$ cat config.mk
export PLATFORM = sky130hd
export DESIGN_NAME = io_clock_power_config
export DESIGN_NICKNAME = d
export VERILOG_FILES = /design/src/shared/io_clock_power_config_pkg.sv /design/src/hdl/io_clock_power_config.sv
export VERILOG_INCLUDE_DIRS = /design/src /design/src/shared
export SDC_FILE = /design/constraint.sdc
export NUM_CORES = 1
export LEC_CHECK = 0
export ABC_AREA = 1
export BUFFER_PORTS_ARGS = -buffer_cell sky130_fd_sc_hd__buf_2
export CORE_AREA = 2 2 163 125
export DETAILED_ROUTE_END_ITERATION = 6
export DIE_AREA = 0 0 165 127
export GPL_TIMING_DRIVEN = 0
export PLACE_DENSITY = 0.73
export RECOVER_POWER = 50
export SLEW_MARGIN = 20
export SYNTH_ARGS = -nofsm -noshare
export SYNTH_HDL_FRONTEND = slang
export SYNTH_SLANG_ARGS = --single-unit
$ cat constraint.sdc
create_clock -name ref_clk -period 2.25 [get_ports ref_clk]
set_input_delay 0.45 -clock ref_clk [delete_from_list [all_inputs] [get_ports ref_clk]]
set_output_delay 0.45 -clock ref_clk [all_outputs]
set_load 0.005 [all_outputs]
$ cat src/shared/io_clock_power_config_defines.svh
`ifndef IO_CLOCK_POWER_CONFIG_DEFINES_SVH
`define IO_CLOCK_POWER_CONFIG_DEFINES_SVH

// register byte offsets on the register bus
`define IOCFG_OFFSET       4'h0
`define PWRCTL_OFFSET      4'h4
`define MEMWAIT_OFFSET     4'h8
`define STATUS_OFFSET      4'hC

// reset values
`define IOCFG_RESET        16'h0000
`define PWRCTL_RESET       16'h0000
`define MEMWAIT_RESET      16'h0000
`define MEMWAIT_STRAP      16'hFFFF

// implemented bits, reserved bits read as zero
`define IOCFG_MASK         16'h7F8F
`define PWRCTL_MASK        16'hF4F1

// field positions of the I/O configuration register
`define IOCFG_ADDR_FORCE   14
`define IOCFG_CLKSEL_HI    13
`define IOCFG_UPPER_BITIO  12
`define IOCFG_PROG_WE      11
`define IOCFG_SER2_EN      10
`define IOCFG_LOOPBACK     9
`define IOCFG_CLKSEL_LO_HI 8
`define IOCFG_CLKSEL_LO_LO 7
`define IOCFG_DELAY_HI     3
`define IOCFG_DELAY_LO     0

// field positions of the power control register
`define PWRCTL_XTAL_OFF    15
`define PWRCTL_SLOW_CLK    14
`define PWRCTL_CLK_STOP    13
`define PWRCTL_WAKE0_EN    12
`define PWRCTL_WAKE1_EN    10
`define PWRCTL_SER1_DIS    7
`define PWRCTL_SER2_DIS    6
`define PWRCTL_HOST_DIS    5
`define PWRCTL_TIMER_DIS   4
`define PWRCTL_ECC_DIS     0

// status register data width in use
`define STATUS_WIDTH       8

`endif

$ cat src/shared/io_clock_power_config_pkg.sv
package io_clock_power_config_pkg;

   typedef enum logic [2:0] {
      CLK_FREE     = 3'h0,
      CLK_WAIT     = 3'h1,
      CLK_HIGH     = 3'h2,
      CLK_LOW      = 3'h3,
      CLK_BUFFERED = 3'h4,
      CLK_SEQ_WAIT = 3'h5,
      CLK_RSVD6    = 3'h6,
      CLK_RSVD7    = 3'h7
   } clkout_sel_e;

   // index matches the bit of the delay field
   typedef enum logic [1:0] {
      SEG_LOWER_RAM = 2'h0,
      SEG_IO        = 2'h1,
      SEG_UPPER_RAM = 2'h2,
      SEG_EXT_ROM   = 2'h3
   } segment_e;

   typedef enum logic [1:0] {
      STRAP_SYNC1 = 2'h0,
      STRAP_SYNC2 = 2'h1,
      STRAP_LOAD  = 2'h3,
      STRAP_DONE  = 2'h2
   } strap_e;

   typedef struct packed {
      logic       rsvd15;
      logic       extProgAddrForce;
      logic       clkoutSelHi;
      logic       upperBitioEnable;
      logic       extProgWriteEnable;
      logic       secondSerialEnable;
      logic       serialLoopback;
      logic [1:0] clkoutSelLo;
      logic [2:0] rsvd6to4;
      logic [3:0] memDelayBits;
   } io_config_s;

   typedef struct packed {
      logic       crystalOff;
      logic       slowClockSelect;
      logic       clockStop;
      logic       firstIrqWakeEn;
      logic       rsvd11;
      logic       secondIrqWakeEn;
      logic [1:0] rsvd9to8;
      logic       serialOneDisable;
      logic       serialTwoDisable;
      logic       hostPortDisable;
      logic       timerDisable;
      logic [2:0] rsvd3to1;
      logic       eccCoprocDisable;
   } power_control_s;

   typedef struct packed {
      logic [3:0] extRomWait;
      logic [3:0] upperRamWait;
      logic [3:0] ioWait;
      logic [3:0] lowerRamWait;
   } mem_wait_s;

   typedef struct packed {
      logic        read;
      logic        write;
      logic [3:0]  address;
      logic [3:0]  byteenable;
      logic [31:0] writedata;
   } avmm_req_s;

   typedef struct packed {
      logic       extModePin;
      logic       irq0Pin;
      logic       irq1Pin;
      logic       inputClockPin;
      logic       ringOscPin;
      logic       serialOneDataPin;
      logic       serialTwoDataPin;
      logic [3:0] upperPins;
      logic [7:0] sharedPins;
   } pin_in_s;

   typedef struct packed {
      logic       extAccess;
      segment_e   accessSegment;
      logic       seqAccess;
      logic       progWriteReq;
      logic       addrOut15;
      logic [3:0] bitioUpperOut;
      logic [3:0] vectorOut;
      logic [3:0] bitioLowOut;
      logic [3:0] serialTwoPinsOut;
      logic [7:0] hostPortOut;
      logic       serialOneDataOut;
      logic       serialTwoDataOut;
   } core_in_s;

   typedef struct packed {
      logic       clockOutput;
      logic       addressLine15;
      logic       progWriteStrobe;
      logic [3:0] upperPins;
      logic [7:0] sharedPins;
   } pin_out_s;

   typedef struct packed {
      logic       serialOneDataIn;
      logic       serialTwoDataIn;
      logic [3:0] bitioUpperIn;
      logic [3:0] bitioLowIn;
      logic [3:0] serialTwoPinsIn;
      logic [7:0] hostPortIn;
      logic [3:0] memDelay;
      logic       activeDelay;
      mem_wait_s  waitStates;
      logic       serialOneOff;
      logic       serialTwoOff;
      logic       hostPortOff;
      logic       timerOff;
      logic       eccOff;
      logic       crystalPowerDown;
      logic       slowClockActive;
      logic       coreClockRun;
   } core_out_s;

   typedef struct packed {
      logic       extMode;
      logic       irq0;
      logic       irq1;
      logic       inClk;
      logic       ringOsc;
      logic       serOne;
      logic       serTwo;
      logic [3:0] upper;
      logic [7:0] shared;
   } sync_s;

   typedef struct packed {
      io_config_s     io;
      power_control_s pc;
      mem_wait_s      mw;
      strap_e         strap;
      logic           strapOnes;
      logic           ack;
      logic [31:0]    rdata;
      sync_s          sync1;
      sync_s          sync2;
      logic           ringDly;
      logic           freeTog;
      logic           wsHigh;
      logic [4:0]     wsCnt;
      pin_out_s       pins;
      core_out_s      core;
   } state_s;

endpackage

$ cat src/hdl/io_clock_power_config.sv
`timescale 1ns/1ps
`include "io_clock_power_config_defines.svh"

// Overview of operation
// RL1 - address line 15 driven low on external access when force and write enable set
// RL2 - upper bit-I/O on pins replaces the vector outputs when enabled
// RL3 - external program memory writes pass only while write enable is set
// RL4 - second serial port and low bit-I/O take shared pins from host port
// RL5 - loopback feeds each serial data output into its own serial data input
// RL6 - four delay bits add delay to ROM, upper RAM, I/O, lower RAM
// RL7 - three-bit clock output select; codes 110 and 111 reserved
// RL8 - clock output phase restarts at reset release
// RL9 - slow select makes free and wait-stated outputs follow the ring oscillator
// RL10 - wait-stated clock tracks instruction cycle, stretched, one cycle per sequenced access
// RL11 - sequenced wait-stated clock makes two stretched cycles per sequenced access
// RL12 - crystal-off bit powers down the clock input circuit
// RL13 - slow select moves the internal clock onto the ring oscillator
// RL14 - clock-stop bit halts the processor clock until cleared
// RL15 - with wake enable, interrupt 0 clears clock-stop
// RL16 - with wake enable, interrupt 1 clears clock-stop
// RL17 - peripheral disable bits switch off serial ports, host port, timer, coprocessor
// RL18 - software writes zeros into reserved power control bits
// RL19 - wait-state register loads all ones if mode pin high and interrupt 1 low
// RL20 - wait-state register holds four 4-bit counts per external segment
// RL21 - both configuration registers clear on reset, writes act next cycle
module io_clock_power_config (
   input  wire logic                              ref_clk,
   input  wire logic                              rst_n,
   input  wire logic                              clkEn,
   input  wire io_clock_power_config_pkg::avmm_req_s avmReq,
   output logic [31:0]                            avmReadData,
   output logic                                   avmWaitRequest,
   input  wire io_clock_power_config_pkg::pin_in_s  pinIn,
   input  wire io_clock_power_config_pkg::core_in_s coreIn,
   output io_clock_power_config_pkg::pin_out_s      pinOut,
   output io_clock_power_config_pkg::core_out_s     coreOut
);
   import io_clock_power_config_pkg::*;

   state_s      s_q;
   state_s      s_d;
   logic        busReq;
   clkout_sel_e clkSel;
   logic [3:0]  segWait;
   logic [5:0]  halfLen;
   logic        tick;
   logic        wake;
   logic [15:0] ioWord;
   logic [15:0] pcWord;
   logic [15:0] mwWord;
   logic [15:0] ioNext;
   logic [15:0] pcNext;
   logic [15:0] mwNext;
   logic [15:0] wordSel;
   logic [31:0] statusWord;

   // low two byte lanes only
   function automatic logic [15:0] merge16(
      input logic [15:0] old,
      input logic [31:0] wd,
      input logic [3:0]  be
   );
      logic [15:0] res;
      res = old;
      if (be[0]) begin
         res[7:0] = wd[7:0];
      end
      if (be[1]) begin
         res[15:8] = wd[15:8];
      end
      return res;
   endfunction

   function automatic logic [3:0] waitOf(
      input mem_wait_s mw,
      input segment_e  seg
   );
      logic [3:0] res;
      res = 4'h0;
      case (seg)
         SEG_EXT_ROM:   res = mw.extRomWait;
         SEG_UPPER_RAM: res = mw.upperRamWait;
         SEG_IO:        res = mw.ioWait;
         SEG_LOWER_RAM: res = mw.lowerRamWait;
         default:       res = 4'h0;
      endcase
      return res;
   endfunction

   assign busReq = avmReq.read | avmReq.write;
   // answer is held back while the clock enable freezes the state
   assign avmWaitRequest = busReq & ~(s_q.ack & clkEn);
   assign avmReadData = s_q.rdata;
   assign pinOut = s_q.pins;
   assign coreOut = s_q.core;

   assign ioWord = s_q.io;
   assign pcWord = s_q.pc;
   assign mwWord = s_q.mw;
   assign statusWord = {24'h000000,
                        s_q.strapOnes,
                        s_q.strap == STRAP_DONE,
                        ~s_q.pc.clockStop,
                        s_q.pc.slowClockSelect,
                        s_q.sync2.irq1,
                        s_q.sync2.irq0,
                        s_q.wsHigh,
                        s_q.pins.clockOutput};

   always_comb begin
      wordSel = 16'h0000;
      case ({avmReq.address[3:2], 2'b00})
         `IOCFG_OFFSET:   wordSel = ioWord;
         `PWRCTL_OFFSET:  wordSel = pcWord;
         `MEMWAIT_OFFSET: wordSel = mwWord;
         default:              wordSel = 16'h0000;
      endcase
   end

   // reserved bits are never stored, whatever software writes [RL18]
   assign ioNext = merge16(ioWord, avmReq.writedata, avmReq.byteenable) & `IOCFG_MASK;
   assign pcNext = merge16(pcWord, avmReq.writedata, avmReq.byteenable) & `PWRCTL_MASK;
   assign mwNext = merge16(mwWord, avmReq.writedata, avmReq.byteenable);

   assign clkSel = clkout_sel_e'({s_q.io.clkoutSelHi, s_q.io.clkoutSelLo}); // [RL7]
   assign segWait = coreIn.extAccess ? waitOf(s_q.mw, coreIn.accessSegment) : 4'h0; // [RL10]
   // ring oscillator edges pace the generators under slow clock [RL9]
   assign tick = s_q.pc.slowClockSelect ? (s_q.sync2.ringOsc & ~s_q.ringDly) : 1'b1;
   assign wake = (s_q.pc.firstIrqWakeEn & s_q.sync2.irq0) // [RL15]
               | (s_q.pc.secondIrqWakeEn & s_q.sync2.irq1); // [RL16]

   always_comb begin
      halfLen = {2'b00, segWait} + 6'h01;
      // plain wait-stated clock spans both words of a sequenced access [RL10]
      if (coreIn.seqAccess && clkSel == CLK_WAIT) begin
         halfLen = {halfLen[4:0], 1'b0};
      end
   end

   always_comb begin
      s_d = s_q;

      s_d.sync1.extMode = pinIn.extModePin;
      s_d.sync1.irq0 = pinIn.irq0Pin;
      s_d.sync1.irq1 = pinIn.irq1Pin;
      s_d.sync1.inClk = pinIn.inputClockPin;
      s_d.sync1.ringOsc = pinIn.ringOscPin;
      s_d.sync1.serOne = pinIn.serialOneDataPin;
      s_d.sync1.serTwo = pinIn.serialTwoDataPin;
      s_d.sync1.upper = pinIn.upperPins;
      s_d.sync1.shared = pinIn.sharedPins;
      s_d.sync2 = s_q.sync1;
      s_d.ringDly = s_q.sync2.ringOsc;

      // register bus: one wait cycle, then answer
      s_d.ack = busReq & ~s_q.ack;
      if (avmReq.read && !s_q.ack) begin
         s_d.rdata = ({avmReq.address[3:2], 2'b00} == `STATUS_OFFSET) ? statusWord : {16'h0000, wordSel};
      end
      if (avmReq.write && s_q.ack) begin
         case ({avmReq.address[3:2], 2'b00})
            `IOCFG_OFFSET:   s_d.io = io_config_s'(ioNext); // [RL21]
            `PWRCTL_OFFSET:  s_d.pc = power_control_s'(pcNext); // [RL21]
            `MEMWAIT_OFFSET: s_d.mw = mem_wait_s'(mwNext); // [RL20]
            default:              s_d.rdata = s_q.rdata;
         endcase
      end

      // wake runs after the write so an interrupt is never lost
      if (wake) begin
         s_d.pc.clockStop = 1'b0; // [RL15] [RL16]
      end

      // strap sampled only once the synchronisers hold real pin levels
      case (s_q.strap)
         STRAP_SYNC1: s_d.strap = STRAP_SYNC2;
         STRAP_SYNC2: s_d.strap = STRAP_LOAD;
         STRAP_LOAD: begin
            s_d.strap = STRAP_DONE;
            s_d.strapOnes = s_q.sync2.extMode & ~s_q.sync2.irq1;
            s_d.mw = s_d.strapOnes ? mem_wait_s'(`MEMWAIT_STRAP) : mem_wait_s'(`MEMWAIT_RESET); // [RL19]
         end
         STRAP_DONE:  s_d.strap = STRAP_DONE;
         default:     s_d.strap = STRAP_SYNC1;
      endcase

      // clock generators restart from reset, aligning phase to its release [RL8]
      if (tick) begin
         s_d.freeTog = ~s_q.freeTog;
         if (s_q.wsCnt == 5'h00) begin
            s_d.wsHigh = ~s_q.wsHigh;
            s_d.wsCnt = 5'(halfLen - 6'h01); // [RL10] [RL11]
         end else begin
            s_d.wsCnt = s_q.wsCnt - 5'h01;
         end
      end

      case (clkSel)
         CLK_FREE:     s_d.pins.clockOutput = s_q.freeTog; // [RL9]
         CLK_WAIT:     s_d.pins.clockOutput = s_q.wsHigh; // [RL10]
         CLK_HIGH:     s_d.pins.clockOutput = 1'b1;
         CLK_LOW:      s_d.pins.clockOutput = 1'b0;
         CLK_BUFFERED: s_d.pins.clockOutput = s_q.sync2.inClk;
         CLK_SEQ_WAIT: s_d.pins.clockOutput = s_q.wsHigh; // [RL11]
         default:      s_d.pins.clockOutput = 1'b0;
      endcase

      s_d.pins.addressLine15 = coreIn.addrOut15;
      if (s_q.io.extProgAddrForce && s_q.io.extProgWriteEnable && coreIn.extAccess) begin
         s_d.pins.addressLine15 = 1'b0; // [RL1]
      end
      s_d.pins.progWriteStrobe = coreIn.progWriteReq & s_q.io.extProgWriteEnable; // [RL3]

      if (s_q.io.upperBitioEnable) begin
         s_d.pins.upperPins = coreIn.bitioUpperOut; // [RL2]
         s_d.core.bitioUpperIn = s_q.sync2.upper;
      end else begin
         s_d.pins.upperPins = coreIn.vectorOut;
         s_d.core.bitioUpperIn = 4'h0;
      end

      if (s_q.io.secondSerialEnable) begin
         s_d.pins.sharedPins = {coreIn.serialTwoPinsOut, coreIn.bitioLowOut}; // [RL4]
         s_d.core.serialTwoPinsIn = s_q.sync2.shared[7:4];
         s_d.core.bitioLowIn = s_q.sync2.shared[3:0];
         s_d.core.hostPortIn = 8'h00;
      end else begin
         s_d.pins.sharedPins = coreIn.hostPortOut;
         s_d.core.serialTwoPinsIn = 4'h0;
         s_d.core.bitioLowIn = 4'h0;
         s_d.core.hostPortIn = s_q.sync2.shared;
      end

      // loopback stays inside the chip, the pins are simply ignored
      if (s_q.io.serialLoopback) begin
         s_d.core.serialOneDataIn = coreIn.serialOneDataOut; // [RL5]
         s_d.core.serialTwoDataIn = coreIn.serialTwoDataOut; // [RL5]
      end else begin
         s_d.core.serialOneDataIn = s_q.sync2.serOne;
         s_d.core.serialTwoDataIn = s_q.sync2.serTwo;
      end

      s_d.core.memDelay = s_q.io.memDelayBits; // [RL6]
      s_d.core.activeDelay = coreIn.extAccess & s_q.io.memDelayBits[coreIn.accessSegment]; // [RL6]
      s_d.core.waitStates = s_q.mw; // [RL20]

      s_d.core.serialOneOff = s_q.pc.serialOneDisable; // [RL17]
      s_d.core.serialTwoOff = s_q.pc.serialTwoDisable; // [RL17]
      s_d.core.hostPortOff = s_q.pc.hostPortDisable; // [RL17]
      s_d.core.timerOff = s_q.pc.timerDisable; // [RL17]
      s_d.core.eccOff = s_q.pc.eccCoprocDisable; // [RL17]
      s_d.core.crystalPowerDown = s_q.pc.crystalOff; // [RL12]
      s_d.core.slowClockActive = s_q.pc.slowClockSelect; // [RL13]
      s_d.core.coreClockRun = ~s_q.pc.clockStop; // [RL14]
   end

   always_ff @(posedge ref_clk or negedge rst_n) begin
      if (!rst_n) begin
         s_q <= '0;
         s_q.io <= io_config_s'(`IOCFG_RESET); // [RL21]
         s_q.pc <= power_control_s'(`PWRCTL_RESET); // [RL21]
         s_q.mw <= mem_wait_s'(`MEMWAIT_RESET);
         s_q.core.coreClockRun <= 1'b1;
      end else if (clkEn) begin
         s_q <= s_d;
      end
   end

endmodule

* Yosys cells after proc, flatten, opt, wreduce, memory -nomap -nowiden
Index checks and enable logic that the tools add are counted.
** Word-level totals
- Bits in registers :: 186
- Latch bits :: 0
- Memory bits (writable) :: 0
- Memory bits (read-only) :: 0
- Output and inout port bits :: 99
- Word-level logic and storage cells :: 172
- Memories :: 0
** Cells by class
- Add/sub/neg operators :: 3
- Multiply operators :: 0
- Divide/modulo/power cells :: 0
- Magnitude comparators :: 1
- Equal/unequal tests :: 14
- Shift operators :: 0
- Multiplexer cells :: 30
- Bitwise logic cells :: 18
- Reduce and logical (&&, ||, !) cells :: 32
** Operators with widths (number)
- 2-to-1 mux 32 bit :: 3
- 2-to-1 mux 16 bit :: 5
- case mux 16 bit (3 select lines) :: 1
- 2-to-1 mux 8 bit :: 4
- 2-to-1 mux 30 bit :: 1
- AND reduction 4 bit :: 7
- case mux 4 bit (4 select lines) :: 1
- 2-to-1 mux 14 bit :: 1
- nonzero test 2 bit :: 7
- equality test 2 bit (second input constant) :: 6
- 2-to-1 mux 4 bit :: 3
- 2-to-1 mux 5 bit :: 2
- subtractor 5 x 1 -> 5 bit (second input constant) :: 2
- AND 1 bit :: 9
- inverter 1 bit :: 7
- equality test 2 x 1 -> 1 bit (second input constant) :: 3
- equality test 3 bit (second input constant) :: 2
- logical NOT 2 bit :: 3
- 2-to-1 mux 6 bit :: 1
- case mux 2 bit (3 select lines) :: 1
- AND reduction 2 bit :: 3
- adder 4 x 1 -> 5 bit (second input constant) :: 1
- logical AND 1 bit :: 5
- logical NOT 5 bit :: 1
- 14 further kinds :: 19

* Longest topological paths before layout
- Word-level depth :: 7
- Gate-level depth with buffers :: 19
- Gate-level depth less buffers :: 18

* Worst setup path before layout
No wires, ideal clock.
- Kind :: input to register
- From :: input port coreIn[29] (netlist bit)
- To :: register s_q[70] (netlist bit)
- Library setup time :: 113 ps
- Arrival time :: 2041 ps
- Setup slack :: 96 ps
- Cell stages on the path :: 15
- Buffers on the path :: 1
- Cells stage by stage :: buf_6 > o21ai_1 > nand3_2 > nand2_4 > inv_2 > ha_1 > nand3_1 > nand2_1 > a21oi_2 > ha_1 > nand4_1 > a21oi_1 > nand2_1 > nand2_1 > inv_1
** On the way
- Word-level cells in the longest chain between the ends :: 7
- Elaborated cells between the ends (all ways) :: 10
- Those cells by class :: add/sub: 2; eq/ne: 3; mux: 4; reduce/logical: 1
** Ends and longest elaborated chain
- start, declared :: RTL line io_clock_power_config.sv:34 : input wire io_clock_power_config_pkg::core_in_s coreIn,
- equality test 2 x 1 -> 1 bit, or another cell as far along :: RTL line io_clock_power_config.sv:80 : case (seg)
- case mux 4 bit (4 select lines) (*) :: RTL line io_clock_power_config.sv:80
- 2-to-1 mux 4 bit (*) :: RTL line io_clock_power_config.sv:126 : assign segWait = coreIn.extAccess ? waitOf(s_q.mw, coreIn.accessSegment) : 4'h0;
- adder 4 x 1 -> 5 bit (*) :: RTL line io_clock_power_config.sv:133 : halfLen = {2'b00, segWait} + 6'h01;
- 2-to-1 mux 5 bit (*) :: RTL line io_clock_power_config.sv:135 : if (coreIn.seqAccess && clkSel == CLK_WAIT) begin
- subtractor 5 x 1 -> 5 bit (*) :: RTL line io_clock_power_config.sv:192 : s_d.wsCnt = 5'(halfLen - 6'h01);
- 2-to-1 mux 5 bit (*) :: RTL line io_clock_power_config.sv:190 : if (s_q.wsCnt == 5'h00) begin
- end, declared :: RTL line io_clock_power_config.sv:40 : state_s s_q;
Every way passes the cells marked *; elsewhere a longest branch is shown, timed or not.
A chain may end at the register's enable or synchronous reset.

* Worst setup path in the final report
- From :: input port clkEn
- To :: output port avmWaitRequest
** On the way
- Word-level cells in the longest chain between the ends :: 3
** Ends and longest elaborated chain
- start, declared :: RTL line io_clock_power_config.sv:29 : input wire logic clkEn,
- AND 1 bit :: RTL line io_clock_power_config.sv:92 : assign avmWaitRequest = busReq & ~(s_q.ack & clkEn);
- inverter 1 bit :: RTL line io_clock_power_config.sv:92
- AND 1 bit :: RTL line io_clock_power_config.sv:92
- end, declared :: RTL line io_clock_power_config.sv:32 : output logic avmWaitRequest,
No other way between the ends.

==> qor.yml <==
run_status:
  outcome: "complete, but fails checks"
  violations: "capacitance limit, slew limit"
final_layout:
  drive_above_1_share_pct: 28.2
  area_growth_pct: 22.4
  fin_cells: 1423
  layout.nets: 1254
critical_path:
  crit_path_cell_trace: "buf_2 > clkbuf_1 > clkbuf_2 > a21oi_1 > buf_2"
  cp.arrival_ps: 1640
  r2r_cells: 14
  path_max_fanout: 10
  reg2reg_setup_slack_ps: 160
  endpoint_kind: "output port"
  startpoint_type: "input port"
  crit_path_top_delay_cell: "clkbuf_1"
  crit_type: "in -> out"
  cpMostUsedCell: "buf_2"
  cp_data_required_time_ps: 1800
  timing.rr.start: "mwWord[8]"
  slowest_delay_ps: 440
  timing.rr.end: "s_q[70]"
sta:
  fin_worst_skew_ps: 14.7
  maxSlewHeadroom_pct: -31.9
  drv_slew: 79
  finalSetupViolCount: 0
  fmax_ghz: 0.479
  fin_crit_sh_pct: 92.8
  worstMarginPinSlew_ps: 1980
  finalHoldViolCount: 0
  period_needed_ps: 2090
  fin_ws_ps: 163
  fin_tns_setup_ps: 0
power_and_ir_drop:
  p_int_mw: 6.50
  power.leakage_nw: 5.27
  sequentialPowerShare_pct: 43.4
  ir_worst_vdd_uv: 465
  net-switching-power_mw: 2.74
  combPwrFrac_pct: 22.3
  powerDensity_mw_per_mm2: 924
  clkPwrFrac_pct: 34.4
  p_sw_share_pct: 29.7
floorplanning:
  fp.dieH_um: 127
  die_area_mm2: 0.0210
  start_util_pct: 42.5
  die_w_um: 165
  coreArea_mm2: 0.0192
  rows: 44
  ios: 195
synth:
  synth.cell_area_mm2: 0.00817
  synth_ff_type: "dfrtp_1"
  yosysSeqAreaShare_pct: 52.1
  yosysWarnings: 0
  synthDistinctLibCells: 39
  synth_edf_count: 0
  synthArstFlopShare_pct: 100
  syn-instance-count: 963
  ys_ff_latch: 170
  synth_area_per_cell_um2: 8.48
routing:
  vias: 6929
  ant_nets: 0
  drc_errors: 0
  drtPass1Iterations: 5
  via_per_inst: 4.87
  initialDrtViolationCount: 555
  wl_um: 22100
  wl_per_cell_um: 15.6
clock_network:
  htreeDepth: 4
  clk-insertion-delay-late_ps: 440
  cts_tree: "done"
  cts_buffer_depth: 2
  cts.sinks: 170
  cts_root_buf: "clkbuf_16"
  numCtsBuffers: 17
  clk_pin_slew_ps: 70
placement:
  io_buffers: 155
  placed_cells: 1387
  gp_congestion: 0.934
  hpwl_um: 16700
  pre_cts_ws_ps: -104
global_routing:
  grt-ovfl-total: 0
  grt_use_total_pct: 21.7
  grt_pass1_wl_um: 34300
  grt_max_degree: 93
  grt_antenna_before_repair: 1
  first_global_vias: 6391
hold_path:
  hold_depth: 3
  worstHoldStart: "pinIn[7]"
  worstHoldPathType: "in -> reg"
  worstHoldEndpoint: "s_d[81]"
flow_run:
  max_cap_viol_count: 1
==> how the worst max path moves through the flow <==
stage	from	to	slack [ps]	cells after the start
5_1_grt	mwWord[8]	s_q[70]	-40	14
3_3_place_gp	rst_n	s_q[84]	-1880	1
6_report	clkEn	avmWaitRequest	160	5
2_1_floorplan	coreIn[29]	s_q[70]	100	15
4_1_cts	mwWord[8]	s_q[70]	70	14
3_5_place_dp	coreIn[29]	s_q[70]	-100	15
==> kinds of logic (layout without fill, tap and decap cells) <==
family,after synthesis,after routing,synth area share [%]
fa+ha+maj,2,2,0.306
buf+inv,220,411,15.0
simple gates,371,371,18.6
xor+xnor,2,2,0.215
compound gates,197,197,13.7
other cells,1,17,0.0459
flops,170,170,52.1
==> metal layers <==
layer | wire (um) | track usage, %
met2 | 9300 | 30.6
met3 | 2260 | 6.95
met1 | 10400 | 32.5
met4 | 141 | 4.55
met5 | 0 | 0
==> through the flow <==
step | power, mW | util (%) | hold WS [ps] | cell area [um^2]
after global placement | 6.02 | 48.5 | 456 | 9320
after CTS | 9.26 | 52.0 | 24.0 | 10000
after detailed placement | 6.08 | 48.7 | 458 | 9350
after floorplan | 5.24 | - | 154 | 8220
after global routing | 9.74 | 52.0 | 216 | 9990
final | 9.24 | 52.0 | 214 | 10000
==> flip-flops by register name (all words and copies together), names as in the netlist <==
| signal | flops |
|---|---|
| avmReadData | 16 |
| pcWord | 10 |
| ioWord | 9 |
| s_q | 30 |
| clkSel | 3 |
| pinOut | 15 |
| mwWord | 16 |
| s_d | 20 |
| coreOut | 51 |
==> synthesized netlist by cell type, types with 3 or more instances <==
| cell type | count | area share (%) |
|---|---|---|
| nor2_4 | 3 | 0.41 |
| o22ai_1 | 7 | 0.54 |
| a221oi_1 | 3 | 0.32 |
| buf_4 | 100 | 9.2 |
| a21oi_1 | 18 | 1.1 |
| nor2_1 | 31 | 1.4 |
| dfrtp_1 | 169 | 52 |
| a31oi_1 | 3 | 0.23 |
| nand3_2 | 3 | 0.37 |
| buf_2 | 6 | 0.37 |
| a21oi_2 | 3 | 0.32 |
| nand2_1 | 297 | 14 |
| inv_2 | 8 | 0.37 |
| clkbuf_1 | 26 | 1.2 |
| nor2_2 | 5 | 0.38 |
| inv_1 | 77 | 3.5 |
| o21ai_0 | 145 | 8.9 |
| a2bb2oi_1 | 4 | 0.43 |
| nand3_1 | 24 | 1.5 |
==> cells in the final DEF (no fill, tap or decap), types with 3 or more instances in the layout <==
cell        instances
nor2_2              4
buf_2             157
inv_2               7
nand3_2             3
nand3_1            24
inv_1              78
conb_1             16
a21oi_2             4
clkbuf_16          17
clkbuf_1           28
buf_4             103
a31oi_1             4
a2bb2oi_1           4
a221oi_1            3
o22ai_1             7
nand2_1           296
bufinv_16           4
nor2_1             32
clkinv_4            3
nor2_4              3
a21oi_1            17
clkinvlp_4          3
o21ai_0           144
dfrtp_1           169
==> layout make-up <==
type | count | area [um^2]
multi-input cells | 588 | 2740
fillers | 1777 | 9220
clock inverters | 13 | 191
plain buffers | 134 | 898
inverters | 86 | 325
clock buffers | 19 | 453
repair buffers | 159 | 818
flip-flops and latches | 170 | 4260
well taps | 253 | 317
diodes | 1 | 2.50
==> critical path, delay by kind of cell <==
family	cells	cell delay, ps
buf+inv	4	1070
compound gates	1	120
==> power groups by stage <==
stage / Clock (mW) / Combinational, mW / Sequential (mW)
after floorplan: 0 / 1.35 / 3.90
after global placement: 0 / 1.98 / 4.04
after detailed placement: 0 / 2.03 / 4.05
after CTS: 3.22 / 2.05 / 4.00
after global routing: 3.35 / 2.32 / 4.07
final: 3.17 / 2.06 / 4.01
==> timing repair <==
item | in CTS | in global routing
pin swaps | 0 | 3
gates resized for setup | 1 | 5
buffers inserted | 0 | 3
endpoints found under the hold margin | 0 | 0
hold buffers | 0 | 0
endpoints found under the setup margin | 1 | 1
Power figures use the tool's default switching activity.
